--- src/hdl/cfg_prot_pkg.sv ---
// Constants for the configuration protection block: register indices, field
// positions, implemented-bit masks, protected address ranges and bus answers.
// Assumes registers are reached over AXI4-Lite at byte address four times the index.
// Operation
// Debug bit low dedicates port B pins six, seven.
// Low-voltage programming entry only while its enable is set.
// Stack full or underflow resets only when enabled.
// Read guard three low protects block three.
// Read guard two low protects block two.
// Read guard one low protects block one.
// Read guard zero low protects block zero.
// EEPROM read guard low protects data EEPROM.
// Write guard three low blocks block three writes.
// Write guard two low blocks block two writes.
// Write guard one low blocks block one writes.
// Write guard zero low blocks block zero writes.
// Unimplemented configuration bits always read as zero.
// Boot write guard low blocks boot block writes.
// Settings write guard low blocks configuration writes.
// EEPROM write guard low blocks EEPROM writes.
// Boot read guard low protects the boot block.
// Guard bits clear only; bulk erase sets them.
package cfg_prot_pkg;
	localparam logic [23:0] IDX_DBG = 24'h300006;
	localparam logic [23:0] IDX_RD_PROG = 24'h300008;
	localparam logic [23:0] IDX_RD_BOOT = 24'h300009;
	localparam logic [23:0] IDX_WR_PROG = 24'h30000a;
	localparam logic [23:0] IDX_WR_BOOT = 24'h30000b;
	localparam logic [23:0] IDX_ERASE = 24'h300010;
	localparam logic [23:0] IDX_STATUS = 24'h300011;
	localparam logic [7:0] MASK_DBG = 8'h85;
	localparam logic [7:0] MASK_PROG = 8'h0f;
	localparam logic [7:0] MASK_RD_BOOT = 8'hc0;
	localparam logic [7:0] MASK_WR_BOOT = 8'he0;
	localparam int DBG_BIT = 7;
	localparam int LVP_BIT = 2;
	localparam int STK_BIT = 0;
	localparam int EE_RD_BIT = 7;
	localparam int BOOT_RD_BIT = 6;
	localparam int EE_WR_BIT = 7;
	localparam int BOOT_WR_BIT = 6;
	localparam int CFG_WR_BIT = 5;
	localparam int ERASE_BIT = 0;
	// Ranges 0..3 are program blocks, 4 the boot block, 5 the configuration space.
	localparam int NUM_RANGES = 6;
	localparam int RANGE_BOOT = 4;
	localparam int RANGE_CFG = 5;
	localparam logic [23:0] RANGE_LO [NUM_RANGES] = '{24'h000800, 24'h004000, 24'h008000,
		24'h00c000, 24'h000000, 24'h300000};
	localparam logic [23:0] RANGE_HI [NUM_RANGES] = '{24'h003fff, 24'h007fff, 24'h00bfff,
		24'h00ffff, 24'h0007ff, 24'h3000ff};
	localparam logic [1:0] RESP_OKAY = 2'h0;
	localparam logic [1:0] RESP_SLVERR = 2'h2;
	localparam logic [1:0] RESP_DECERR = 2'h3;
endpackage

--- src/hdl/pin_sync.sv ---
// Two-stage synchroniser for a level arriving from a pin.
// Assumes the input is a slow level; only the second stage may be read.
module pin_sync (
	// Clock and reset.
	input wire logic sys_clk,
	input wire logic rst,
	// Level in and out.
	input wire logic pin_in,
	output logic level_out
);
	logic meta_reg;

	// The first stage feeds only the second stage.
	always_ff @(posedge sys_clk or posedge rst) begin
		if (rst) begin
			meta_reg <= 1'b0;
			level_out <= 1'b0;
		end else begin
			meta_reg <= pin_in;
			level_out <= meta_reg;
		end
	end
endmodule // pin_sync

--- src/hdl/range_guard.sv ---
// Address window compare for one protected memory range.
// Assumes the bounds are inclusive and lo is not above hi.
module range_guard #(
	parameter logic [23:0] LO = 24'h000000,
	parameter logic [23:0] HI = 24'h0007ff
) (
	// Address under test and the match.
	input wire logic [23:0] addr,
	output logic hit
);
	// The range includes both ends.
	assign hit = (addr >= LO) && (addr <= HI);
endmodule // range_guard

--- src/hdl/config_protection_bits.sv ---
// Configuration protection bytes: debug pin use, low-voltage programming entry,
// stack fault reset, read guards over program, boot and EEPROM, and write guards over those and settings.
// Assumes an AXI4-Lite master on sys_clk and a core that presents accesses to check.
module config_protection_bits (
	// Clock and reset.
	input wire logic sys_clk,
	input wire logic rst,
	// AXI4-Lite write channels.
	input wire logic [31:0] s_axi_awaddr,
	input wire logic s_axi_awvalid,
	output logic s_axi_awready,
	input wire logic [31:0] s_axi_wdata,
	input wire logic [3:0] s_axi_wstrb,
	input wire logic s_axi_wvalid,
	output logic s_axi_wready,
	output logic [1:0] s_axi_bresp,
	output logic s_axi_bvalid,
	input wire logic s_axi_bready,
	// AXI4-Lite read channels.
	input wire logic [31:0] s_axi_araddr,
	input wire logic s_axi_arvalid,
	output logic s_axi_arready,
	output logic [31:0] s_axi_rdata,
	output logic [1:0] s_axi_rresp,
	output logic s_axi_rvalid,
	input wire logic s_axi_rready,
	// Memory access check.
	input wire logic access_valid,
	input wire logic [23:0] access_addr,
	input wire logic access_write,
	input wire logic access_eeprom,
	input wire logic access_external,
	output logic access_done,
	output logic access_grant,
	// Pins and core controls.
	input wire logic lvp_entry_pin,
	output logic lvp_mode_active,
	output logic port_b_pins_debug,
	input wire logic stack_full,
	input wire logic stack_underflow,
	output logic stack_reset_req
);
	logic [7:0] cfg_dbg_reg;
	logic [7:0] rd_prog_reg;
	logic [7:0] rd_boot_reg;
	logic [7:0] wr_prog_reg;
	logic [7:0] wr_boot_reg;
	logic aw_held_reg;
	logic [31:0] aw_addr_reg;
	logic w_held_reg;
	logic [31:0] w_data_reg;
	logic [3:0] w_strb_reg;
	logic [1:0] bresp_reg;
	logic bvalid_reg;
	logic [31:0] rdata_reg;
	logic [1:0] rresp_reg;
	logic rvalid_reg;
	logic access_done_reg;
	logic access_grant_reg;
	logic last_refused_reg;
	logic lvp_mode_reg;
	logic debug_pins_reg;
	logic stack_reset_reg;
	logic lvp_req_sync;
	logic [cfg_prot_pkg::NUM_RANGES-1:0] range_hit;
	logic wr_go;
	logic [23:0] wr_idx;
	logic wr_mapped;
	logic wr_refused;
	logic [1:0] wr_resp;
	logic wr_store;
	logic erase_req;
	logic [7:0] wr_byte;
	logic [23:0] rd_idx;
	logic rd_mapped;
	logic [7:0] rd_byte;
	logic deny_write;
	logic deny_read;

	// One comparator per protected range.
	generate
		for (genvar i = 0; i < cfg_prot_pkg::NUM_RANGES; i++) begin : g_range
			range_guard #(
				.LO(cfg_prot_pkg::RANGE_LO[i]),
				.HI(cfg_prot_pkg::RANGE_HI[i])
			) u_range (
				.addr(access_addr),
				.hit(range_hit[i])
			);
		end
	endgenerate

	// The programming-entry request comes from a pin.
	pin_sync u_lvp_sync (
		.sys_clk(sys_clk),
		.rst(rst),
		.pin_in(lvp_entry_pin),
		.level_out(lvp_req_sync)
	);

	// Each channel is ready while its slot is empty and no response is pending.
	assign s_axi_awready = !aw_held_reg && !bvalid_reg;
	assign s_axi_wready = !w_held_reg && !bvalid_reg;
	assign s_axi_arready = !rvalid_reg;
	assign s_axi_bresp = bresp_reg;
	assign s_axi_bvalid = bvalid_reg;
	assign s_axi_rdata = rdata_reg;
	assign s_axi_rresp = rresp_reg;
	assign s_axi_rvalid = rvalid_reg;
	assign access_done = access_done_reg;
	assign access_grant = access_grant_reg;
	assign lvp_mode_active = lvp_mode_reg;
	assign port_b_pins_debug = debug_pins_reg;
	assign stack_reset_req = stack_reset_reg;

	// Write decode; the erase register stays open so a locked part can recover.
	always_comb begin
		wr_go = aw_held_reg && w_held_reg && !bvalid_reg;
		wr_idx = aw_addr_reg[25:2];
		wr_byte = w_data_reg[7:0];
		wr_mapped = (aw_addr_reg[31:26] == 6'h00) && (wr_idx == cfg_prot_pkg::IDX_DBG ||
			wr_idx == cfg_prot_pkg::IDX_RD_PROG || wr_idx == cfg_prot_pkg::IDX_RD_BOOT ||
			wr_idx == cfg_prot_pkg::IDX_WR_PROG || wr_idx == cfg_prot_pkg::IDX_WR_BOOT ||
			wr_idx == cfg_prot_pkg::IDX_ERASE || wr_idx == cfg_prot_pkg::IDX_STATUS);
		wr_refused = (wr_idx == cfg_prot_pkg::IDX_STATUS) || ((wr_idx != cfg_prot_pkg::IDX_ERASE)
			&& !wr_boot_reg[cfg_prot_pkg::CFG_WR_BIT]);
		if (!wr_mapped) begin
			wr_resp = cfg_prot_pkg::RESP_DECERR;
		end else if (wr_refused) begin
			wr_resp = cfg_prot_pkg::RESP_SLVERR;
		end else begin
			wr_resp = cfg_prot_pkg::RESP_OKAY;
		end
		wr_store = wr_go && wr_mapped && !wr_refused && w_strb_reg[0];
		erase_req = wr_store && (wr_idx == cfg_prot_pkg::IDX_ERASE) &&
			wr_byte[cfg_prot_pkg::ERASE_BIT];
	end

	// Address and data are taken in either order and held until the write is done.
	always_ff @(posedge sys_clk or posedge rst) begin
		if (rst) begin
			aw_held_reg <= 1'b0;
			aw_addr_reg <= 32'h00000000;
			w_held_reg <= 1'b0;
			w_data_reg <= 32'h00000000;
			w_strb_reg <= 4'h0;
			bvalid_reg <= 1'b0;
			bresp_reg <= cfg_prot_pkg::RESP_OKAY;
		end else begin
			if (s_axi_awvalid && s_axi_awready) begin
				aw_held_reg <= 1'b1;
				aw_addr_reg <= s_axi_awaddr;
			end
			if (s_axi_wvalid && s_axi_wready) begin
				w_held_reg <= 1'b1;
				w_data_reg <= s_axi_wdata;
				w_strb_reg <= s_axi_wstrb;
			end
			if (wr_go) begin
				aw_held_reg <= 1'b0;
				w_held_reg <= 1'b0;
				bvalid_reg <= 1'b1;
				bresp_reg <= wr_resp;
			end else if (bvalid_reg && s_axi_bready) begin
				bvalid_reg <= 1'b0;
			end
		end
	end

	// Guard bits only clear on write; erase returns every implemented bit to one.
	always_ff @(posedge sys_clk or posedge rst) begin
		if (rst) begin
			cfg_dbg_reg <= cfg_prot_pkg::MASK_DBG;
			rd_prog_reg <= cfg_prot_pkg::MASK_PROG;
			rd_boot_reg <= cfg_prot_pkg::MASK_RD_BOOT;
			wr_prog_reg <= cfg_prot_pkg::MASK_PROG;
			wr_boot_reg <= cfg_prot_pkg::MASK_WR_BOOT;
		end else if (erase_req) begin
			cfg_dbg_reg <= cfg_prot_pkg::MASK_DBG;
			rd_prog_reg <= cfg_prot_pkg::MASK_PROG;
			rd_boot_reg <= cfg_prot_pkg::MASK_RD_BOOT;
			wr_prog_reg <= cfg_prot_pkg::MASK_PROG;
			wr_boot_reg <= cfg_prot_pkg::MASK_WR_BOOT;
		end else if (wr_store) begin
			case (wr_idx)
				cfg_prot_pkg::IDX_DBG: cfg_dbg_reg <= wr_byte & cfg_prot_pkg::MASK_DBG;
				cfg_prot_pkg::IDX_RD_PROG: rd_prog_reg <= rd_prog_reg & wr_byte;
				cfg_prot_pkg::IDX_RD_BOOT: rd_boot_reg <= rd_boot_reg & wr_byte;
				cfg_prot_pkg::IDX_WR_PROG: wr_prog_reg <= wr_prog_reg & wr_byte;
				cfg_prot_pkg::IDX_WR_BOOT: wr_boot_reg <= wr_boot_reg & wr_byte;
				default: cfg_dbg_reg <= cfg_dbg_reg;
			endcase
		end
	end

	// Read decode; stored bytes never hold unimplemented bits, upper lanes are zero.
	always_comb begin
		rd_idx = s_axi_araddr[25:2];
		rd_mapped = (s_axi_araddr[31:26] == 6'h00);
		case (rd_idx)
			cfg_prot_pkg::IDX_DBG: rd_byte = cfg_dbg_reg;
			cfg_prot_pkg::IDX_RD_PROG: rd_byte = rd_prog_reg;
			cfg_prot_pkg::IDX_RD_BOOT: rd_byte = rd_boot_reg;
			cfg_prot_pkg::IDX_WR_PROG: rd_byte = wr_prog_reg;
			cfg_prot_pkg::IDX_WR_BOOT: rd_byte = wr_boot_reg;
			cfg_prot_pkg::IDX_ERASE: rd_byte = 8'h00;
			cfg_prot_pkg::IDX_STATUS: rd_byte = {5'h00, last_refused_reg, debug_pins_reg,
				lvp_mode_reg};
			default: begin
				rd_byte = 8'h00;
				rd_mapped = 1'b0;
			end
		endcase
	end

	// A read answers one cycle after its address is taken.
	always_ff @(posedge sys_clk or posedge rst) begin
		if (rst) begin
			rvalid_reg <= 1'b0;
			rdata_reg <= 32'h00000000;
			rresp_reg <= cfg_prot_pkg::RESP_OKAY;
		end else if (s_axi_arvalid && s_axi_arready) begin
			rvalid_reg <= 1'b1;
			rdata_reg <= {24'h000000, rd_byte};
			rresp_reg <= rd_mapped ? cfg_prot_pkg::RESP_OKAY : cfg_prot_pkg::RESP_DECERR;
		end else if (rvalid_reg && s_axi_rready) begin
			rvalid_reg <= 1'b0;
		end
	end

	// Write and external-read refusal per range; EEPROM accesses ignore the address.
	always_comb begin
		if (access_eeprom) begin
			deny_write = !wr_boot_reg[cfg_prot_pkg::EE_WR_BIT];
			deny_read = !rd_boot_reg[cfg_prot_pkg::EE_RD_BIT];
		end else begin
			deny_write = |(range_hit[3:0] & ~wr_prog_reg[3:0]) ||
				(range_hit[cfg_prot_pkg::RANGE_BOOT] && !wr_boot_reg[cfg_prot_pkg::BOOT_WR_BIT]) ||
				(range_hit[cfg_prot_pkg::RANGE_CFG] && !wr_boot_reg[cfg_prot_pkg::CFG_WR_BIT]);
			deny_read = |(range_hit[3:0] & ~rd_prog_reg[3:0]) ||
				(range_hit[cfg_prot_pkg::RANGE_BOOT] &&
				!rd_boot_reg[cfg_prot_pkg::BOOT_RD_BIT]);
		end
	end

	// Each checked access is answered the next cycle with grant or refusal.
	always_ff @(posedge sys_clk or posedge rst) begin
		if (rst) begin
			access_done_reg <= 1'b0;
			access_grant_reg <= 1'b0;
			last_refused_reg <= 1'b0;
		end else begin
			access_done_reg <= access_valid;
			access_grant_reg <= access_valid && (access_write ? !deny_write :
				!(access_external && deny_read));
			if (access_valid) begin
				last_refused_reg <= access_write ? deny_write : (access_external && deny_read);
			end
		end
	end

	// Pin use, programming entry and stack reset follow the debug byte.
	always_ff @(posedge sys_clk or posedge rst) begin
		if (rst) begin
			debug_pins_reg <= 1'b0;
			lvp_mode_reg <= 1'b0;
			stack_reset_reg <= 1'b0;
		end else begin
			debug_pins_reg <= !cfg_dbg_reg[cfg_prot_pkg::DBG_BIT];
			lvp_mode_reg <= lvp_req_sync && cfg_dbg_reg[cfg_prot_pkg::LVP_BIT];
			stack_reset_reg <= cfg_dbg_reg[cfg_prot_pkg::STK_BIT] &&
				(stack_full || stack_underflow);
		end
	end
endmodule // config_protection_bits

--- config.mk ---
export PLATFORM = sky130hd
export DESIGN_NAME = config_protection_bits
export DESIGN_NICKNAME = d
export VERILOG_FILES = /design/src/hdl/cfg_prot_pkg.sv /design/src/hdl/pin_sync.sv /design/src/hdl/range_guard.sv /design/src/hdl/config_protection_bits.sv
export SDC_FILE = /design/constraint.sdc
export NUM_CORES = 1
export LEC_CHECK = 0
export BUFFER_PORTS_ARGS = -buffer_cell sky130_fd_sc_hd__buf_2
export CAP_MARGIN = 20
export CORE_MARGIN = 2
export CORE_UTILIZATION = 35
export CTS_CLUSTER_DIAMETER = 80
export DETAILED_ROUTE_END_ITERATION = 10
export PLACE_DENSITY = 0.7
export SYNTH_ARGS = -nofsm -noshare
export SYNTH_HDL_FRONTEND = slang
export SYNTH_SLANG_ARGS = --single-unit
--- constraint.sdc ---
create_clock -name sys_clk -period 4.05 [get_ports sys_clk]
set_clock_uncertainty 0.1 [all_clocks]
set_input_delay 0.81 -clock sys_clk [delete_from_list [all_inputs] [get_ports sys_clk]]
set_output_delay 0.81 -clock sys_clk [all_outputs]
set_load 0.03 [all_outputs]
* Word level (Yosys, flattened, before mapping)
Index checks and enable logic that the tools add are counted.
** Word-level totals
- Logic and storage cells :: 163
- Register bits after elaboration :: 105
** Cells by class
- Order comparisons :: 12
- Equality and inequality tests :: 15
- Muxes and demuxes :: 32
- Bitwise logic cells :: 8
- Reduce and logical (&&, ||, !) cells :: 73
** Operator list (count)
- $eq A24 B22 Y1 const B :: 14
- $mux W8 :: 15
- $ge A24 B16 Y1 const B :: 2
- $le A24 B16 Y1 const B :: 2
- $pmux W8 S6 :: 1
- $and A8 B8 Y8 :: 4
- $logic_and A1 B1 Y1 :: 29
- $ge A24 B1 Y1 const B :: 1
- $ge A24 B12 Y1 const B :: 1
- $ge A24 B15 Y1 const B :: 1
- $ge A24 B22 Y1 const B :: 1
- $le A24 B11 Y1 const B :: 1
- $le A24 B14 Y1 const B :: 1
- $le A24 B15 Y1 const B :: 1
- $le A24 B22 Y1 const B :: 1
- $ne A24 B22 Y1 const B :: 1
- $reduce_bool A2 Y1 :: 10
- $logic_not A1 Y1 :: 13
- $mux W1 :: 13
- $logic_not A6 Y1 :: 2
- $logic_or A1 B1 Y1 :: 11
- $reduce_and A2 Y1 :: 5
- $and A4 B4 Y4 :: 2
- $not A4 Y4 :: 2
- 3 further kinds :: 6

* Longest topological paths before layout
Gate-level depths: netlist (run 1).
- Word-level depth :: 15
- Gate-level depth with buffers :: 8

* By module
A second synthesis (run 1) with hierarchy kept.
** Second synthesis, totals
- Cells, all modules :: 407
- Area total of the unflattened synthesis :: 4844.6 um2
** Modules (own cells, without submodules)
- config_protection_bits :: cells an instance 380, instances 1, seq. area each 2397.3 um2, area each 4600.7 um2
- range_guard at g_range[1].u_range ... :: cells an instance 3, instances 2, seq. area each 0.0 um2, area each 30.0 um2
- pin_sync :: cells an instance 3, instances 1, seq. area each 50.0 um2, area each 53.8 um2
- range_guard at g_range[5].u_range :: cells an instance 5, instances 1, seq. area each 0.0 um2, area each 37.5 um2
- range_guard at g_range[0].u_range :: cells an instance 5, instances 1, seq. area each 0.0 um2, area each 31.3 um2
- range_guard at g_range[3].u_range :: cells an instance 3, instances 1, seq. area each 0.0 um2, area each 31.3 um2
- range_guard at g_range[4].u_range :: cells an instance 5, instances 1, seq. area each 0.0 um2, area each 30.0 um2

* Worst setup path before layout (run 1)
OpenSTA, ideal clock, no wires.
- Kind :: input to register
- Start :: input access_addr[12]
- End :: register access_grant_reg, in the netlist access_grant
- Buffers on the path :: 0
- Setup slack :: 1.524 ns
- Arrival :: 2.306 ns
- Stages on the path :: 5
- Cell sequence :: nor3_1 -> mux2_2 -> mux4_2 -> o221a_2 -> and3_1
** Between the ends
- Longest elaborated chain between the ends :: 10
** Ends and longest elaborated chain
- start, declared :: line config_protection_bits.sv:29 : input wire logic [23:0] access_addr,
- $ge A24 B12 Y1, or another cell as far along :: line range_guard.sv:12 : assign hit = (addr >= LO) && (addr <= HI);
- $logic_and A1 B1 Y1 :: line range_guard.sv:12
- $and A4 B4 Y4, on equally long branches :: line config_protection_bits.sv:240, config_protection_bits.sv:237
- $reduce_or A4 Y1, on equally long branches :: line config_protection_bits.sv:240, config_protection_bits.sv:237
- $logic_or A1 B1 Y1, on equally long branches :: line config_protection_bits.sv:240, config_protection_bits.sv:237
- $mux W1 / $logic_or A1 B1 Y1 (equally long branches) :: line config_protection_bits.sv:233, config_protection_bits.sv:238
- $logic_and A1 B1 Y1 / $mux W1 (equally long branches) :: line config_protection_bits.sv:255, config_protection_bits.sv:233
- $logic_not A1 Y1, on equally long branches :: line config_protection_bits.sv:255, config_protection_bits.sv:254
- $mux W1 * :: line config_protection_bits.sv:254 : access_grant_reg <= access_valid && (access_write ? !deny_write :
- $logic_and A1 B1 Y1 * :: line config_protection_bits.sv:254
- end signal, assigned :: line config_protection_bits.sv:254
- end, declared :: line config_protection_bits.sv:59 : logic access_grant_reg;
Every way passes the cells marked *; elsewhere a longest branch is shown, timed or not.
A chain may end at the register's enable or synchronous reset.

* Final worst setup path (run 1)
- Start :: register aw_addr_reg[10]
- End :: register wr_boot_reg[0]
** Between the ends
- Longest elaborated chain between the ends :: 15
** Ends and longest elaborated chain
- start, declared :: line config_protection_bits.sv:49 : logic [31:0] aw_addr_reg;
- start signal, assigned :: line config_protection_bits.sv:152 : aw_addr_reg <= s_axi_awaddr;
- $eq A24 B22 Y1, on equally long branches :: line config_protection_bits.sv:121, config_protection_bits.sv:122
- $logic_or A1 B1 Y1 :: line config_protection_bits.sv:121 : wr_mapped = (aw_addr_reg[31:26] == 6'h00) && (wr_idx == cfg_prot_pkg::IDX_DBG ||
- $logic_or A1 B1 Y1 (2 in series) :: line config_protection_bits.sv:122 : wr_idx == cfg_prot_pkg::IDX_RD_PROG || wr_idx == cfg_prot_pkg::IDX_RD_BOOT ||
- $logic_or A1 B1 Y1 (2 in series) :: line config_protection_bits.sv:123 : wr_idx == cfg_prot_pkg::IDX_WR_PROG || wr_idx == cfg_prot_pkg::IDX_WR_BOOT ||
- $logic_or A1 B1 Y1 :: line config_protection_bits.sv:124 : wr_idx == cfg_prot_pkg::IDX_ERASE || wr_idx == cfg_prot_pkg::IDX_STATUS);
- $logic_and A1 B1 Y1 :: line config_protection_bits.sv:121
- $logic_and A1 B1 Y1 (3 in series) :: line config_protection_bits.sv:134 : wr_store = wr_go && wr_mapped && !wr_refused && w_strb_reg[0];
- $logic_and A1 B1 Y1 (2 in series) :: line config_protection_bits.sv:135 : erase_req = wr_store && (wr_idx == cfg_prot_pkg::IDX_ERASE) &&
- $reduce_bool A2 Y1 (no line)
- $reduce_and A2 Y1 (no line)
- end signal, assigned :: line config_protection_bits.sv:177 : wr_boot_reg <= cfg_prot_pkg::MASK_WR_BOOT;
- end signal, assigned :: line config_protection_bits.sv:183 : wr_boot_reg <= cfg_prot_pkg::MASK_WR_BOOT;
- end signal, assigned :: line config_protection_bits.sv:190 : cfg_prot_pkg::IDX_WR_BOOT: wr_boot_reg <= wr_boot_reg & wr_byte;
- end, declared :: line config_protection_bits.sv:47 : logic [7:0] wr_boot_reg;
Several ways; a longest one is shown, not always the timed one.

==> results of run 1 <==
## worst max-delay path by stage
stage	from	slack, ns	endpoint	cells past startpoint
final	aw_addr_reg[10]	1.21	wr_boot_reg[0]	6
after global routing	aw_addr_reg[21]	0.97	wr_boot_reg[0]	6
after CTS	aw_addr_reg[4]	1.27	wr_boot_reg[0]	6
after detailed placement	s_axi_araddr[7]	1.21	s_axi_rdata[2]	5
after global placement	s_axi_araddr[7]	1.26	s_axi_rdata[2]	5
after floorplan	rst	0.63	access_done	1
## metrics by stage
step	power, mW	setup slack (ns)	instance area [um2]
6_report	2.99	1.21	5660
5_1_grt	3.15	0.966	5660
4_1_cts	3.02	1.27	5660
3_5_place_dp	2.03	1.21	5310
3_3_place_gp	1.99	1.26	5310
2_1_floorplan	1.84	0.633	4710
## worst max-delay path: cells and delay by family, from the launching register on
kind                   cells  cell delay, ns
AO/OA/AOI/OAI              2            0.64
buffers and inverters      1            0.27
flip-flops                 1            0.38
AND/OR/NAND/NOR            3            1.31
## area by class of cell
cell class / instances / area [um2]
multi-input cells: 264 / 1960
clock inverters: 6 / 113
well taps: 172 / 215
flip-flops and latches: 97 / 2450
repair buffers: 127 / 653
clock buffers: 10 / 239
inverters: 8 / 31.3
fillers: 1196 / 7110
## routing by layer
layer / share of wire, % / global-route usage [%]
met2: 48 / 26.4
met3: 9.8 / 5.89
met5: 0 / 0
met1: 41 / 19.8
met4: 1.8 / 5.88
## cells by family after synthesis
| logic type | Yosys count | synth area share [%] |
|---|---|---|
| flip-flops | 97 | 52.9 |
| buffers and inverters | 52 | 6.44 |
| other | 1 | 0.0811 |
| AND/OR/NAND/NOR | 96 | 12.0 |
| AO/OA/AOI/OAI | 93 | 13.9 |
| multiplexers | 51 | 14.6 |
## cells in the final DEF, fill, tap and decap left out, types with 4 or more instances in the layout
master	netlist	layout
a21boi_0	19	19
a21oi_1	7	7
and2_1	4	4
buf_2	4	120
buf_4	26	7
clkbuf_16	0	9
conb_1	1	24
dfrtp_1	81	81
dfstp_2	16	16
inv_1	8	7
mux2_2	41	41
mux4_2	9	9
nand2_1	30	30
nand2b_1	4	4
nand3_1	4	4
nand4b_1	4	4
nor2_1	9	9
nor3_1	6	6
nor4_1	10	10
o21ai_0	32	32
o41ai_1	10	10
## where the power goes
part,leakage (nW),switching (mW),internal (mW)
clock network,0.173,0.362,0.622
logic,1.24,0.296,0.312
registers,1.17,0.199,1.20
## Yosys cell counts (all sizes together), types with 7 or more instances
master | count | area [um2]
dfstp | 16 | 420
mux2 | 41 | 462
inv | 8 | 30.0
a21oi | 7 | 35.0
nor3 | 7 | 46.3
o21ai | 32 | 160
clkbuf | 11 | 41.3
nand2 | 30 | 113
dfrtp | 81 | 2030
mux4 | 9 | 203
a21boi | 19 | 143
buf | 33 | 226
nor4 | 11 | 75.1
o41ai | 10 | 87.6
nor2 | 9 | 33.8
==> metrics.csv, run 1 <==
stage;metric;value;unit
grt;grt_pass1_wl;18200;um
critical_path;startpoint_type;flip-flop;
timing;slew_headroom;34.0;%
hold_path;min_to;u_lvp_sync.level_out;
critical_path;critPathRequiredTime;4.15;ns
power;powerDensity;528;nW/um2
cells_and_area;final_util;44.3;%
critical_path;arrival;2.95;ns
clocking;clockBufferDepth;2;
critical_path;cpMaxStageDelayCell;o2111ai_1;
clocking;cts_setup_buffers;0;
timing;hold_viol;0;
clocking;clkSinkCount;97;
timing;worstMarginPinSlew;0.989;ns
clocking;h-tree-depth;3;
cells_and_area;fin_cells;684;
synth;yosys_warnings;0;
clocking;cts_buffers;9;
cells_and_area;layout-drive-gt1-share;42.0;%
critical_path;end_kind;flip-flop;
synth;synthDistinctLibCells;54;
critical_path;r2r-end;wr_boot_reg[0];
hold_path;min-delay-start;u_lvp_sync.meta_reg;
timing;setup_tns;0;ns
drt;drt_iter0_drc;265;
critical_path;crit_chain;nor4_1 -> and4_1 -> o2111ai_1 -> nor2_1 -> buf_4 -> a21boi_0;
drt;wl;11400;um
cells_and_area;fin_nets;645;
die;io_pins;184;
hold_path;hp-class;flip-flop to flip-flop;
drt;dr_total_vias;3563;
power;peakVddDrop;0.408;mV
critical_path;cp_max_fo;15;
drt;drc;0;
die;die_height;119;um
die;start_util;36.2;%
die;die_w;119;um
grt;grt_pass1_vias;3563;
timing;drv_slew;0;
clocking;cts_tree;done;
timing;fin_crit;2.84;ns
power;p_leak;2.58;nW
drt;via_per_inst;5.21;
critical_path;slowest_delay;0.51;ns
drt;drtAntennaViolNets;0;
die;rows;41;
placement;dp_hpwl;8300;um
status;status;finished clean;
cells_and_area;largest_reg_flops;30;
critical_path;rr_worst_depth;6;
job;max_cap_violations;0;
clocking;clk_pin_slew;0.06;ns
synth;synthArstFlopShare;100;%
synth;ys_seq_area_share;52.9;%
grt;grt-ovfl-total;0;
placement;dp.cells;668;
timing;hold_slack;0.265;ns
synth;synth_edf_count;0;
drt;wire_per_inst;16.6;um
cells_and_area;syn2layout_area_growth;22.5;%
clocking;clk_latency;0.35;ns
grt;grt.total_usage;16.2;%
timing;period_share;70.2;%
synth;synth.avg_cell_area;11.9;um2
die;dieArea;14100;um2
drt;first_pass_iters;4;
grt;antenna_found_initial;0;
hold_path;holdPathStages;0;
timing;rsz0062_at_grt;false;
clocking;root_buffer;clkbuf_16;
synth;yosys_most_used_dff;dfrtp_1;
clocking;cts.repair.resized;0;
critical_path;reg2reg_from;aw_addr_reg[10];
synth;syn-instance-count;390;
clocking;hold_buffers;0;
die;core_area;12800;um2
placement;gp_congestion;0.870;
cells_and_area;diodes;0;
timing;setup_violations;0;
grt;grt_max_degree;52;
critical_path;criticalPathCategory;flip-flop to flip-flop;
synth;synth-seq-cells;97;
synth;netlist_area;4620;um2
placement;numPortBuffers;120;
timing;fmax;352;MHz
critical_path;r2r_setup_slack;1.21;ns
Power figures use the tool's default switching activity.
==> run 2: changes to the inputs <==
PLACE_DENSITY = 0.72   (was 0.7)
clock period = 2.3 ns   (was 4.05 ns; I/O delays follow)
==> metrics.csv, run 2 (synthesis gave the netlist of run 1 again) <==
stage;metric;value;unit
clocking;clk_latency;0.34;ns
drt;dr_total_vias;3684;
cells_and_area;final_cell_mix;buf_2, dfrtp_1, mux2_2;
clocking;cts_tree;done;
drt;via_per_inst;5.12;
clocking;h-tree-depth;3;
hold_path;hp-class;primary input to async pin;
timing;rsz0062_at_grt;true;
timing;slew_headroom;61.7;%
die;die_height;119;um
die;io_pins;184;
drt;drtAntennaViolNets;0;
status;status;finished, violations left;
power;powerDensity;861;nW/um2
timing;setup_violations;32;
drt;first_pass_iters;4;
grt;grt.total_usage;16.9;%
critical_path;cp_max_fo;10;
critical_path;critPathRequiredTime;2.48;ns
critical_path;startpoint_type;flip-flop;
cells_and_area;layout-drive-gt1-share;48.4;%
critical_path;criticalPathCategory;flip-flop to flip-flop;
cells_and_area;fin_nets;681;
timing;fmax;425;MHz
die;rows;41;
critical_path;end_kind;flip-flop;
drt;wl;11900;um
timing;fin_crit;2.35;ns
timing;period_share;102;%
timing;final.setup.worst_slack;-0.0531;ns
timing;worstMarginPinSlew;0.573;ns
timing;hold_viol;0;
power;finalPower;5.18;mW
cells_and_area;syn2layout_area_growth;30.2;%
placement;gp_congestion;0.846;
grt;antenna_found_initial;0;
die;core_area;12800;um2
power;p_leak;2.74;nW
grt;grt_pass1_wl;19100;um
critical_path;arrival;2.53;ns
cells_and_area;nFillCells;1162;
placement;dp_hpwl;8700;um
grt;grt_max_degree;42;
drt;wire_per_inst;16.5;um
timing;setup_tns;-1.17;ns
clocking;hold_buffers;0;
clocking;clkSinkCount;97;
job;max_cap_violations;0;
clocking;clk_pin_slew;0.07;ns
placement;numPortBuffers;120;
placement;dp.cells;694;
die;start_util;36.2;%
cells_and_area;diodes;0;
drt;drc;0;
drt;drt_iter0_drc;246;
cells_and_area;fin_cells;720;
cells_and_area;regArea;2450;um2
grt;grt-ovfl-total;0;
power;peakVddDrop;0.723;mV
grt;grt_pass1_vias;3749;
critical_path;rr_worst_depth;7;
clocking;root_buffer;clkbuf_16;
die;die_w;119;um
clocking;clockBufferDepth;2;
cells_and_area;multi_input_area;2080;um2
cells_and_area;final_common_cell;buf_2;
cells_and_area;largest_reg_flops;30;
die;dieArea;14100;um2
clocking;cts_buffers;9;
status;violations;setup timing;
timing;drv_slew;0;
-- run 2: critical path: stages (launching register included) --
cell and delay [ns]:
dfrtp_1 0.40, buf_6 0.13, nor4_4 0.35, a21oi_2 0.10
a2111o_2 0.53, buf_4 0.16, or3_4 0.43, nand2_1 0.10
-- run 2: report_power, final --
group | total (mW) | switching [mW] | internal [mW]
clock network | 1.42 | 0.629 | 0.793
logic | 1.31 | 0.631 | 0.681
registers | 2.45 | 0.341 | 2.11
-- run 2: path summary, 6_finish.rpt --
path | slack (ns) | startpoint | endpoint
worst min-delay path | 0.08 | rst | rd_boot_reg[5]
worst min register to register | 0.28 | u_lvp_sync.meta_reg | u_lvp_sync.level_out
min in group sys_clk | 0.13 | lvp_entry_pin | u_lvp_sync.meta_reg
max in group asynchronous | 1.38 | rst | cfg_dbg_reg[2]
worst max register to register | -0.05 | aw_addr_reg[8] | wr_prog_reg[2]
worst max-delay path | -0.05 | aw_addr_reg[8] | wr_prog_reg[2]
-- run 2: timing repair --
item / CTS / global route
gates cloned: 2 / 0
endpoints found under the setup margin: 32 / 35
hold endpoints to repair: 0 / 0
gates resized for setup: 19 / 12
pin swaps: 3 / 5
buffers inserted: 6 / 2
-- run 2: cell type report --
type,instances,area share [%]
Multi-Input combinational cell,264,34.6
Inverter,8,0.561
Tap cell,172,3.58
Clock buffer,12,4.26
Timing Repair Buffer,163,15.9
Sequential cell,97,40.7
Clock inverter,4,0.436
-- run 2: per-stage QoR --
| step | instance area [um2] | setup WS, ns | hold WS [ns] | utilization (%) |
|---|---|---|---|---|
| after CTS | 5950 | 0.000680 | 0.0885 | 46.6 |
| after global routing | 6020 | -0.124 | 0.109 | 47.1 |
| final | 6020 | -0.0531 | 0.0752 | 47.1 |
| after global placement | 5520 | -0.0366 | 0.262 | 43.2 |
| after floorplan | 4710 | 0.0395 | 0.231 | - |
| after detailed placement | 5520 | -0.0864 | 0.261 | 43.2 |
-- run 2: per-layer routing --
layer  up-vias  routed length (um)  share of wire [%]  track usage (%)
met5         -                   0                  0                0
met1      1777                4890                 41             21.1
met3        15                1040                8.7             4.60
met2       174                5820                 49             29.1
met4         0                 158                1.3             4.24
li1       1718                   -                  -                -
==> run 3: changes to the inputs <==
CELL_PAD_IN_SITES_DETAIL_PLACEMENT = 1   (was unset)
CELL_PAD_IN_SITES_GLOBAL_PLACEMENT = 1   (was unset)
CORE_UTILIZATION = 33   (was 35)
PLACE_DENSITY = 0.84   (was 0.72)
SETUP_SLACK_MARGIN = 0.5   (was unset)
TNS_END_PERCENT = 1   (was unset)
==> metrics.csv, run 3 (synthesis gave the netlist of run 1 again) <==
stage;metric;value;unit
status;status;finished, violations left;
status;violations;setup timing;
critical_path;startpoint_type;flip-flop;
critical_path;crit_chain;or4b_4 -> nor3_4 -> or4b_4 -> buf_6 -> o41ai_2 -> nand2_1;
power;power.switching;1.65;mW
cells_and_area;final_util;44.1;%
placement;dp_hpwl;9310;um
power;pwr-share-clk;29.4;%
drt;via_per_inst;5.19;
critical_path;path_delay_family;simple AND/OR/NAND/NOR gates;
clocking;cts_tree;done;
die;rows;43;
power;p_leak;2.73;nW
cells_and_area;final_cell_mix;buf_2, dfrtp_1, mux2_2;
grt;grt_pass1_wl;20000;um
critical_path;criticalPathCategory;flip-flop to flip-flop;
critical_path;critPathRequiredTime;2.47;ns
critical_path;cp_max_fo;8;
critical_path;cp_common_cell;or4b_4;
timing;period_share;101;%
clocking;root_buffer;clkbuf_16;
die;dieArea;15000;um2
power;comb_power_share;24.1;%
critical_path;slowest_delay;0.56;ns
timing;fin_crit;2.33;ns
drt;drt_iter0_drc;132;
timing;fmax;429;MHz
job;max_cap_violations;0;
die;io_pins;184;
clocking;cts_buffers;9;
clocking;clk_latency;0.35;ns
clocking;h-tree-depth;3;
timing;final.setup.worst_slack;-0.0309;ns
grt;grt.total_usage;17.4;%
power;p_int;3.76;mW
power;peakVddDrop;0.813;mV
drt;first_pass_iters;4;
timing;slew_headroom;61.2;%
clocking;clockBufferDepth;2;
timing;hold_viol;0;
drt;drtAntennaViolNets;0;
power;power_frac_seq;46.5;%
grt;antenna_found_initial;0;
power;powerDensity;892;nW/um2
clocking;clkSinkCount;97;
cells_and_area;layout-drive-gt1-share;49.2;%
grt;grt_max_degree;98;
timing;worstMarginPinSlew;0.574;ns
timing;rsz0062_at_grt;true;
cells_and_area;nFillCells;1524;
die;start_util;33.6;%
clocking;hold_buffers;0;
cells_and_area;syn2layout_area_growth;31.4;%
cells_and_area;fin_area;6080;um2
placement;place_area;5490;um2
critical_path;end_kind;flip-flop;
critical_path;arrival;2.50;ns
placement;numPortBuffers;120;
clocking;clk_pin_slew;0.06;ns
placement;gp_congestion;0.839;
die;die_height;122;um
hold_path;hp-class;primary input to flip-flop;
grt;grt_pass1_vias;3947;
grt;grt-ovfl-total;0;
timing;hold_slack;0.129;ns
timing;setup_violations;6;
cells_and_area;final_common_cell;buf_2;
cells_and_area;fin_nets;668;
timing;setup_tns;-0.0711;ns
drt;wl;12800;um
die;die_w;122;um
cells_and_area;largest_reg_flops;30;
drt;dr_total_vias;3719;
die;core_area;13800;um2
timing;drv_slew;0;
drt;drc;0;
critical_path;critPathBufInv;1;
power;swShare;30.5;%
critical_path;cpMaxStageDelayCell;or4b_4;
drt;wire_per_inst;17.8;um
-- run 3: cell types whose count changed in the layout (fill, tap and decap cells not counted), sizes merged --
cell      change
buf          -13
bufinv        +2
clkbuf        +1
clkinv        -1
clkinvlp      -1
diode         +1
inv           -1
-- run 3: path summary, 6_finish.rpt --
path,endpoint,start,cells past startpoint,slack (ns)
max,rd_prog_reg[2],aw_addr_reg[4],6,-0.03
min,u_lvp_sync.meta_reg,lvp_entry_pin,1,0.13
max reg2reg,rd_prog_reg[2],aw_addr_reg[4],6,-0.03
min reg2reg,u_lvp_sync.level_out,u_lvp_sync.meta_reg,0,0.25
max in group asynchronous,wr_prog_reg[0],rst,3,1.55
min in group asynchronous,aw_addr_reg[31],rst,3,0.15
-- run 3: area by class of cell --
| cell class | count | area (um2) | area share (%) |
|---|---|---|---|
| sequential | 97 | 2450 | 40.3 |
| clock inverter | 3 | 65.1 | 1.07 |
| inverter | 8 | 33.8 | 0.556 |
| antenna | 1 | 2.50 | 0.0412 |
| tap | 180 | 225 | 3.71 |
| timing repair buffer | 150 | 877 | 14.4 |
| multi-input combinational | 264 | 2170 | 35.8 |
| clock buffer | 13 | 250 | 4.12 |
-- run 3: power groups by stage --
stage                     combinational [mW]  sequential (mW)  clock [mW]
after floorplan                        0.844             2.40           0
after global placement                  1.17             2.42           0
after detailed placement                1.24             2.47           0
after CTS                               1.31             2.48        1.64
after global routing                    1.43             2.57        1.70
final                                   1.31             2.52        1.59
-- run 3: per-stage QoR --
stage	cells	total power [mW]	setup WS [ns]
global placement	696	3.58	-0.0163
finish	716	5.42	-0.0309
global route	715	5.70	-0.101
detailed placement	696	3.71	-0.100
CTS	714	5.43	-0.0439
floorplan	413	3.25	0.0395
-- run 3: metal layers --
metal | GRT usage (%) | share of wire, %
met1 | 19.9 | 39
met2 | 30.6 | 51
met3 | 6.18 | 8.1
met4 | 5.10 | 1.6
met5 | 0 | 0
-- run 3: worst register-to-register path, stage by stage, from the launching register on --
cell	delay (ns)
dfrtp_1	0.39
or4b_4	0.56
nor3_4	0.18
or4b_4	0.49
buf_6	0.17
o41ai_2	0.25
nand2_1	0.12
-- run 3: what timing repair did --
action                                  in CTS  in global routing
endpoints found under the setup margin      39                 39
setup buffers                                2                  1
resized for setup                           32                 31
pin swaps                                    8                  9
